===== src/logic/sfom_pkg.sv =====
// Constants, display codes and state type of the safety output monitor
// How it works
// - Check contactors drop after interruption and restart
// - Failed check: error code, outputs off, red
// - Failed check with restart lock: flash yellow
// - Unreachable safe state: lock, shut down, lockout code
// - Sender test input stops all beam emission
// - Sender test turns outputs off and red
// - Sender shows test code; yellow on supply good
// - Lamps: green on, red off, yellow, orange
// - Internal defect shows system error code, except once lockout already stands (lockout code kept)
// - Power-on: config wait code about 1 s
// - Power-on, 14 mm long range: wide code 0.5 s
// - Non-coded code only just after power-on
// - Codes outside status set mean a fault
// - Restart lock holds outputs off until reset press
package sfom_pkg;

    // ==========================================================
    // Timing
    localparam int unsigned CLK_KHZ = 200000;
    localparam int unsigned T_CFG_MS = 1000;
    localparam int unsigned T_WIDE_MS = 500;
    localparam int unsigned T_NC_MS = 500;
    localparam int unsigned T_CHK_MS = 100;
    localparam int unsigned T_FLASH_MS = 250;
    localparam int unsigned CFG_CYC = T_CFG_MS * CLK_KHZ;
    localparam int unsigned WIDE_CYC = T_WIDE_MS * CLK_KHZ;
    localparam int unsigned NC_CYC = T_NC_MS * CLK_KHZ;
    localparam int unsigned CHK_CYC = T_CHK_MS * CLK_KHZ;
    localparam int unsigned FLASH_CYC = T_FLASH_MS * CLK_KHZ;

    // ==========================================================
    // Display codes; every code from DISP_ERR_BASE upward is a fault
    localparam logic [3:0] DISP_BLANK = 4'h0;
    localparam logic [3:0] DISP_CFG_WAIT = 4'h1;
    localparam logic [3:0] DISP_WIDE = 4'h2;
    localparam logic [3:0] DISP_NON_CODED = 4'h3;
    localparam logic [3:0] DISP_TEST = 4'h4;
    localparam logic [3:0] DISP_ERR_BASE = 4'h8;
    localparam logic [3:0] DISP_SYS_ERR = 4'h8;
    localparam logic [3:0] DISP_CHK_ERR = 4'h9;
    localparam logic [3:0] DISP_LOCKOUT = 4'hA;

    // ==========================================================
    // Receiver states
    typedef enum logic [2:0] {
        ST_CFG, ST_WIDE, ST_NC, ST_OFF, ST_ON, ST_CHECK, ST_FAIL, ST_LOCK
    } sfom_state_t;

    // Fault test on a display code
    function automatic logic sfom_is_fault(input logic [3:0] code);
        sfom_is_fault = (code >= DISP_ERR_BASE);
    endfunction

endpackage


===== src/logic/sfom_link_if.sv =====
// Signals between the receiver control and the sender block
`timescale 1ns/1ps
interface sfom_link_if;
    logic startup;
    logic non_coded;
    logic emit_on;
    logic tx_yellow;
    logic [3:0] tx_disp;

    modport ctrl (output startup, output non_coded, input emit_on, input tx_yellow,
        input tx_disp);
    modport sender (input startup, input non_coded, output emit_on, output tx_yellow,
        output tx_disp);
endinterface


===== src/logic/sfom_top.sv =====
// Receiver control with contactor feedback check, lock-out and lamps
`timescale 1ns/1ps
module sfom_top #(
    parameter int unsigned CFG_CYC = sfom_pkg::CFG_CYC,
    parameter int unsigned WIDE_CYC = sfom_pkg::WIDE_CYC,
    parameter int unsigned NC_CYC = sfom_pkg::NC_CYC,
    parameter int unsigned CHK_CYC = sfom_pkg::CHK_CYC,
    parameter int unsigned FLASH_CYC = sfom_pkg::FLASH_CYC
) (
    input wire logic clk_sys,
    input wire logic rst_b,
    input wire logic beam_clear,
    input wire logic contactor_feedback_check_en,
    input wire logic restart_lock_en,
    input wire logic contactor_dropped,
    input wire logic reset_button,
    input wire logic internal_defect,
    input wire logic needs_cleaning,
    input wire logic wide_field_unit,
    input wire logic non_coded,
    input wire logic sender_test_in,
    input wire logic supply_good,
    input wire logic sender_defect,
    output logic safety_switching_outputs,
    output logic lamp_green,
    output logic lamp_red,
    output logic lamp_yellow,
    output logic lamp_orange,
    output logic [3:0] rx_display,
    output logic emitter_on,
    output logic tx_lamp_yellow,
    output logic [3:0] tx_display
);
    // ==========================================================
    // Parameter checks
    if (CFG_CYC < 1 || WIDE_CYC < 1 || NC_CYC < 1 || CHK_CYC < 1 || FLASH_CYC < 1) begin
        $error("sfom_top: every cycle count must be at least one");
    end

    // ==========================================================
    // Helpers
    // True on the last cycle of a span of lim cycles
    function automatic logic sfom_last(input logic [31:0] cnt, input logic [31:0] lim);
        sfom_last = (cnt == lim - 32'h1);
    endfunction

    // ==========================================================
    // Declarations
    sfom_link_if link ();

    sfom_pkg::sfom_state_t state_r;
    sfom_pkg::sfom_state_t state_nxt;
    logic [31:0] timer_r;
    logic [31:0] timer_nxt;
    logic lock_sys_r;
    logic lock_sys_nxt;
    logic drop_ok;

    logic btn_prev_r;
    logic btn_prev_nxt;
    logic press;

    logic [31:0] flash_cnt_r;
    logic [31:0] flash_cnt_nxt;
    logic flash_r;
    logic flash_nxt;

    logic out_r;
    logic out_nxt;
    logic green_r;
    logic green_nxt;
    logic red_r;
    logic red_nxt;
    logic yellow_r;
    logic yellow_nxt;
    logic orange_r;
    logic orange_nxt;
    logic [3:0] disp_r;
    logic [3:0] disp_nxt;
    logic startup_r;
    logic startup_nxt;
    logic non_coded_r;
    logic non_coded_nxt;

    // ==========================================================
    // Sender
    sfom_sender u_sender (
        .clk_sys(clk_sys),
        .rst_b(rst_b),
        .test_in(sender_test_in),
        .supply_good(supply_good),
        .tx_defect(sender_defect),
        .link(link.sender)
    );

    assign link.startup = startup_r;
    assign link.non_coded = non_coded_r;
    assign emitter_on = link.emit_on;
    assign tx_lamp_yellow = link.tx_yellow;
    assign tx_display = link.tx_disp;

    // ==========================================================
    // Reset button edge; idle level is low, so no false press after reset
    always_comb begin
        btn_prev_nxt = reset_button;
        press = reset_button && !btn_prev_r;
    end

    always_ff @(posedge clk_sys or negedge rst_b) begin
        if (!rst_b) begin
            btn_prev_r <= 1'b0;
        end else begin
            btn_prev_r <= btn_prev_nxt;
        end
    end

    // ==========================================================
    // Free-running flash clock for the reset request lamp
    always_comb begin
        if (sfom_last(flash_cnt_r, FLASH_CYC)) begin
            flash_cnt_nxt = 32'h0;
            flash_nxt = !flash_r;
        end else begin
            flash_cnt_nxt = flash_cnt_r + 32'h1;
            flash_nxt = flash_r;
        end
    end

    always_ff @(posedge clk_sys or negedge rst_b) begin
        if (!rst_b) begin
            flash_cnt_r <= 32'h0;
            flash_r <= 1'b0;
        end else begin
            flash_cnt_r <= flash_cnt_nxt;
            flash_r <= flash_nxt;
        end
    end

    // ==========================================================
    // Receiver state machine
    always_comb begin
        state_nxt = state_r;
        timer_nxt = timer_r + 32'h1;
        lock_sys_nxt = lock_sys_r;
        // With the feedback check enabled, restart only with contactors proven dropped
        drop_ok = !contactor_feedback_check_en || contactor_dropped;
        case (state_r)
            sfom_pkg::ST_CFG: begin
                if (sfom_last(timer_r, CFG_CYC)) begin
                    if (wide_field_unit) begin
                        state_nxt = sfom_pkg::ST_WIDE;
                    end else if (non_coded) begin
                        state_nxt = sfom_pkg::ST_NC;
                    end else begin
                        state_nxt = sfom_pkg::ST_OFF;
                    end
                end
            end
            sfom_pkg::ST_WIDE: begin
                if (sfom_last(timer_r, WIDE_CYC)) begin
                    if (non_coded) begin
                        state_nxt = sfom_pkg::ST_NC;
                    end else begin
                        state_nxt = sfom_pkg::ST_OFF;
                    end
                end
            end
            sfom_pkg::ST_NC: begin
                if (sfom_last(timer_r, NC_CYC)) begin
                    state_nxt = sfom_pkg::ST_OFF;
                end
            end
            sfom_pkg::ST_OFF: begin
                if (beam_clear && drop_ok && (press || !restart_lock_en)) begin
                    state_nxt = sfom_pkg::ST_ON;
                end
            end
            sfom_pkg::ST_ON: begin
                if (!beam_clear) begin
                    if (contactor_feedback_check_en) begin
                        state_nxt = sfom_pkg::ST_CHECK;
                    end else begin
                        state_nxt = sfom_pkg::ST_OFF;
                    end
                end
            end
            sfom_pkg::ST_CHECK: begin
                if (contactor_dropped) begin
                    state_nxt = sfom_pkg::ST_OFF;
                end else if (sfom_last(timer_r, CHK_CYC)) begin
                    state_nxt = sfom_pkg::ST_FAIL;
                end
            end
            sfom_pkg::ST_FAIL: begin
                // A reset with the contactor still held means no safe state
                if (press) begin
                    if (contactor_dropped) begin
                        state_nxt = sfom_pkg::ST_OFF;
                    end else begin
                        state_nxt = sfom_pkg::ST_LOCK;
                    end
                end
            end
            sfom_pkg::ST_LOCK: begin
                state_nxt = sfom_pkg::ST_LOCK;
            end
            default: begin
                state_nxt = sfom_pkg::ST_LOCK;
            end
        endcase
        if (internal_defect && state_r != sfom_pkg::ST_LOCK) begin
            state_nxt = sfom_pkg::ST_LOCK;
            lock_sys_nxt = 1'b1;
        end
        if (state_nxt != state_r) begin
            timer_nxt = 32'h0;
        end
    end

    always_ff @(posedge clk_sys or negedge rst_b) begin
        if (!rst_b) begin
            state_r <= sfom_pkg::ST_CFG;
            timer_r <= 32'h0;
            lock_sys_r <= 1'b0;
        end else begin
            state_r <= state_nxt;
            timer_r <= timer_nxt;
            lock_sys_r <= lock_sys_nxt;
        end
    end

    // ==========================================================
    // Outputs, lamps and display follow the next state
    always_comb begin
        disp_nxt = sfom_pkg::DISP_BLANK;
        startup_nxt = 1'b0;
        yellow_nxt = 1'b0;
        case (state_nxt)
            sfom_pkg::ST_CFG: begin
                disp_nxt = sfom_pkg::DISP_CFG_WAIT;
                startup_nxt = 1'b1;
            end
            sfom_pkg::ST_WIDE: begin
                disp_nxt = sfom_pkg::DISP_WIDE;
                startup_nxt = 1'b1;
            end
            sfom_pkg::ST_NC: begin
                disp_nxt = sfom_pkg::DISP_NON_CODED;
                startup_nxt = 1'b1;
            end
            sfom_pkg::ST_OFF: begin
                yellow_nxt = restart_lock_en;
            end
            sfom_pkg::ST_ON: begin
                disp_nxt = sfom_pkg::DISP_BLANK;
            end
            sfom_pkg::ST_CHECK: begin
                disp_nxt = sfom_pkg::DISP_BLANK;
            end
            sfom_pkg::ST_FAIL: begin
                disp_nxt = sfom_pkg::DISP_CHK_ERR;
                yellow_nxt = restart_lock_en && flash_nxt;
            end
            sfom_pkg::ST_LOCK: begin
                if (lock_sys_nxt) begin
                    disp_nxt = sfom_pkg::DISP_SYS_ERR;
                end else begin
                    disp_nxt = sfom_pkg::DISP_LOCKOUT;
                end
            end
            default: begin
                disp_nxt = sfom_pkg::DISP_LOCKOUT;
            end
        endcase
        // Outputs never on while a fault code stands
        out_nxt = (state_nxt == sfom_pkg::ST_ON) && !sfom_pkg::sfom_is_fault(disp_nxt);
        green_nxt = out_nxt;
        red_nxt = !out_nxt;
        orange_nxt = needs_cleaning && (state_nxt != sfom_pkg::ST_LOCK);
        non_coded_nxt = non_coded;
    end

    always_ff @(posedge clk_sys or negedge rst_b) begin
        if (!rst_b) begin
            out_r <= 1'b0;
            green_r <= 1'b0;
            red_r <= 1'b1;
            yellow_r <= 1'b0;
            orange_r <= 1'b0;
            disp_r <= sfom_pkg::DISP_CFG_WAIT;
            startup_r <= 1'b1;
            non_coded_r <= 1'b0;
        end else begin
            out_r <= out_nxt;
            green_r <= green_nxt;
            red_r <= red_nxt;
            yellow_r <= yellow_nxt;
            orange_r <= orange_nxt;
            disp_r <= disp_nxt;
            startup_r <= startup_nxt;
            non_coded_r <= non_coded_nxt;
        end
    end

    assign safety_switching_outputs = out_r;
    assign lamp_green = green_r;
    assign lamp_red = red_r;
    assign lamp_yellow = yellow_r;
    assign lamp_orange = orange_r;
    assign rx_display = disp_r;
endmodule


===== src/logic/sfom_sender.sv =====
// Sender: test input blanking, lamp and display code
`timescale 1ns/1ps
module sfom_sender (
    input wire logic clk_sys,
    input wire logic rst_b,
    input wire logic test_in,
    input wire logic supply_good,
    input wire logic tx_defect,
    sfom_link_if.sender link
);
    logic emit_r;
    logic emit_nxt;
    logic yellow_r;
    logic yellow_nxt;
    logic [3:0] disp_r;
    logic [3:0] disp_nxt;

    // ==========================================================
    // Next values
    always_comb begin
        emit_nxt = supply_good && !test_in && !tx_defect;
        yellow_nxt = supply_good;
        if (tx_defect) begin
            disp_nxt = sfom_pkg::DISP_SYS_ERR;
        end else if (test_in) begin
            disp_nxt = sfom_pkg::DISP_TEST;
        end else if (link.startup && link.non_coded) begin
            disp_nxt = sfom_pkg::DISP_NON_CODED;
        end else begin
            disp_nxt = sfom_pkg::DISP_BLANK;
        end
    end

    always_ff @(posedge clk_sys or negedge rst_b) begin
        if (!rst_b) begin
            emit_r <= 1'b0;
            yellow_r <= 1'b0;
            disp_r <= sfom_pkg::DISP_BLANK;
        end else begin
            emit_r <= emit_nxt;
            yellow_r <= yellow_nxt;
            disp_r <= disp_nxt;
        end
    end

    assign link.emit_on = emit_r;
    assign link.tx_yellow = yellow_r;
    assign link.tx_disp = disp_r;
endmodule


===== config.mk =====
export PLATFORM = sky130hd
export DESIGN_NAME = sfom_top
export DESIGN_NICKNAME = d
export VERILOG_FILES = /design/src/logic/sfom_pkg.sv /design/src/logic/sfom_link_if.sv /design/src/logic/sfom_top.sv /design/src/logic/sfom_sender.sv
export SDC_FILE = /design/constraint.sdc
export NUM_CORES = 1
export LEC_CHECK = 0
export BUFFER_PORTS_ARGS = -buffer_cell sky130_fd_sc_hd__buf_2
export CORE_MARGIN = 3
export CORE_UTILIZATION = 65
export CTS_CLUSTER_DIAMETER = 50
export DETAILED_ROUTE_END_ITERATION = 7
export HOLD_SLACK_MARGIN = 0.03
export PLACE_DENSITY = 0.95
export RECOVER_POWER = 50
export SETUP_SLACK_MARGIN = 0.2
export SLEW_MARGIN = 20
export SYNTH_ARGS = -nofsm -noshare
export SYNTH_HDL_FRONTEND = slang
export SYNTH_SLANG_ARGS = --single-unit

===== constraint.sdc =====
create_clock -name clk_sys -period 5.36 [get_ports clk_sys]
set_input_delay 0.268 -clock clk_sys [delete_from_list [all_inputs] [get_ports clk_sys]]
set_output_delay 0.268 -clock clk_sys [all_outputs]
set_load 0.01 [all_outputs]

==> qor.txt <==
CTS root buf -> clkbuf_8
Number of global-route vias before repair -> 3026
Worst Tran Pin Value -> 0.716 ns
Post-Syn Nets -> 416
Max-cap violation count -> 0
# Post-CTS Setup Buffers -> 0
Global Route Usage Sum -> 0.237
Boundary Pins -> 29
Period utilization -> 0.625
CP endpoint kind -> register
CTS tree -> done
Met2 wire len -> 4120 µm
Final Total Pwr -> 1.36 mW
Pin count of the biggest net entering global routing -> 85
Fin. max-slew vios -> 0
DR vias -> 3068
GRT Residual Overflow -> 0
Final core occ -> 0.749
Metal3 WL -> 434 µm
Die Area -> 0.00726 mm²
H-tree Lvls -> 3
Vias per cell -> 6.04
Crit Path Category -> register to register
Max Used Layer -> met4
Syn. warnings -> 0
Setup TNS -> 0 ns
Worst Hold Class -> input pin to register
WL final -> 8030 µm
Worst EP required -> 5.63 ns
Die Height -> 85.2 µm
Cell area after synthesis -> 0.00408 mm²
Routed length on met1 -> 3320 µm
Clock latency on the worst-skew pair -> 0.36 ns
Hpwl dp -> 5240 µm
CTS sink count -> 84
Multi-input logic area -> 0.00186 mm²
Initial DRT Pass Iterations -> 5
Most frequent cells in the layout -> dfrtp_1 (81), nor2_1 (55), xor2_1 (32)
Register area -> 0.00211 mm²
Critical Path Fanout Max -> 32
First-pass GRT wire length -> 13700 µm
Fin cells -> 508
Normalized max-slew margin -> 0.519
Post-synth EDFFs -> 0
Rows -> 28
Initial antenna violation count -> 0
Startpoint Class -> register
Fmax -> 299 MHz
Port-buffer cells -> 27
DRC errors left -> 0
Worst Reg-to-Reg Cells -> 7
Leakage -> 1.99 nW
Core box area -> 0.00599 mm²
NumNets Final -> 444
RSZ-0062 raised after global routing -> false
Endpoints failing hold -> 0
Post-synthesis cell count -> 400
Setup Viol. Count Final -> 0
WHS Path Cells -> 1
Crit path time final -> 3.35 ns
Ys flop type -> dfrtp_1
Pwr Density -> 304 mW/mm²
Seq cells post-synth -> 84
Filler cells -> 377
GP Congestion -> 0.877
Worst clock skew -> 0.0156 ns
Initial Utilization -> 0.681
Post-synth ARST share -> 1.00
Worst IR Drop VDD -> 0.237 mV
Worst path arrival time -> 3.62 ns
Clock buffer depth -> 2
Share of layout cells above drive strength 1 -> 0.132
Syn avg cell area -> 10.2 µm²
Placed insts -> 488
Num CTS Buffers -> 9
Commonest non-fill, non-tap cell in the layout -> dfrtp_1
Cts repair resizes -> 0
Area delta synth->final -> 9.94%
Status -> finished, final reports clean
Seq/Total Area, Yosys -> 0.516
Antenna Violating Nets Remaining -> 0
Starting DRT DRC Count -> 282
Die width -> 85.2 µm
Number of diodes -> 0
Drt wl/cell -> 15.8 µm
Clock-pin slew on the worst setup and hold paths -> 0.08 ns
Synth unique cells -> 52
==> cell families after synthesis <==
logic type / after synthesis / share of synthesized area
other: 1 / 0.000919
multiplexers: 2 / 0.00491
AO/OA/AOI/OAI: 26 / 0.0460
flip-flops: 84 / 0.516
adder cells (fa/ha/maj): 2 / 0.00613
AND/OR/NAND/NOR: 203 / 0.270
buffers and inverters: 23 / 0.0294
XOR/XNOR: 59 / 0.127
==> worst paths after layout <==
path	from	end	slack [ns]
setup / recovery	timer_r[28]	timer_r[19]	2.01
hold / removal	sender_defect	u_sender.link.tx_disp[3]	0.09
setup reg to reg	timer_r[28]	timer_r[19]	2.01
hold reg to reg	lock_sys_r	lock_sys_r	0.47
max in group asynchronous	rst_b	flash_cnt_r[3]	4.35
min in group asynchronous	rst_b	flash_cnt_r[30]	0.51
==> registers in the layout (all words and copies together), names as in the netlist, 3 cells and up <==
signal                 flops
flash_cnt_r               32
rx_display                 3
state_r                    3
timer_r                   32
u_sender.link.tx_disp      3
==> report_power, final <==
group          internal (mW)  total [mW]  leakage, nW  switching [mW]
sequential             0.683       0.741         1.09          0.0582
clock                  0.276       0.492        0.111           0.216
combinational         0.0611       0.128        0.795          0.0670
total                   1.02        1.36         1.99           0.341
==> per-layer routing <==
metal	track usage	vias up
met5	0	-
met4	0.115	0
met3	0.0417	21
met2	0.377	100
met1	0.314	1514
li1	-	1433
==> timing repair <==
action | in CTS | in global routing
hold buffers | 2 | 2
hold endpoints to repair | 2 | 59
endpoints found under the setup margin | 0 | 0
==> stage by stage <==
step / worst slack (ns) / hold WS, ns / cell area, µm²
final: 2.01 / 0.0900 / 4480
after global routing: 1.91 / 0.0745 / 4480
after CTS: 2.06 / 0.0313 / 4470
after detailed placement: 2.11 / 0.391 / 4230
after global placement: 2.20 / 0.386 / 4230
after floorplan: 2.48 / -0.0276 / 4080
==> critical path, stage by stage, from the launching register on <==
cell and delay (ns):
dfrtp_1 0.42, or4_1 0.53, or4_4 0.54, nor3_1 0.29, mux2i_1 0.31, nand4_4 0.19, a221o_2 0.72, nor2_1 0.26
==> layout make-up <==
cell class	count	share of cell area
Inverter	8	0.00670
Clock inverter	4	0.0165
Multi-Input combinational cell	293	0.415
Clock buffer	12	0.0324
Tap cell	75	0.0209
Timing Repair Buffer	32	0.0393
Sequential cell	84	0.470
==> synth_stat cells (7+ instances only) <==
master | number | area share
nor2_2 | 11 | 0.017
nor2_1 | 55 | 0.051
xnor2_1 | 27 | 0.058
clkbuf_1 | 9 | 0.0083
nand4_1 | 18 | 0.028
xor2_1 | 32 | 0.069
nand2_1 | 30 | 0.028
or3_1 | 7 | 0.011
and3_1 | 10 | 0.015
dfrtp_1 | 81 | 0.50
and4_1 | 8 | 0.017
nand3_1 | 26 | 0.032
inv_1 | 8 | 0.0074
(Power assumes the default switching activity.)
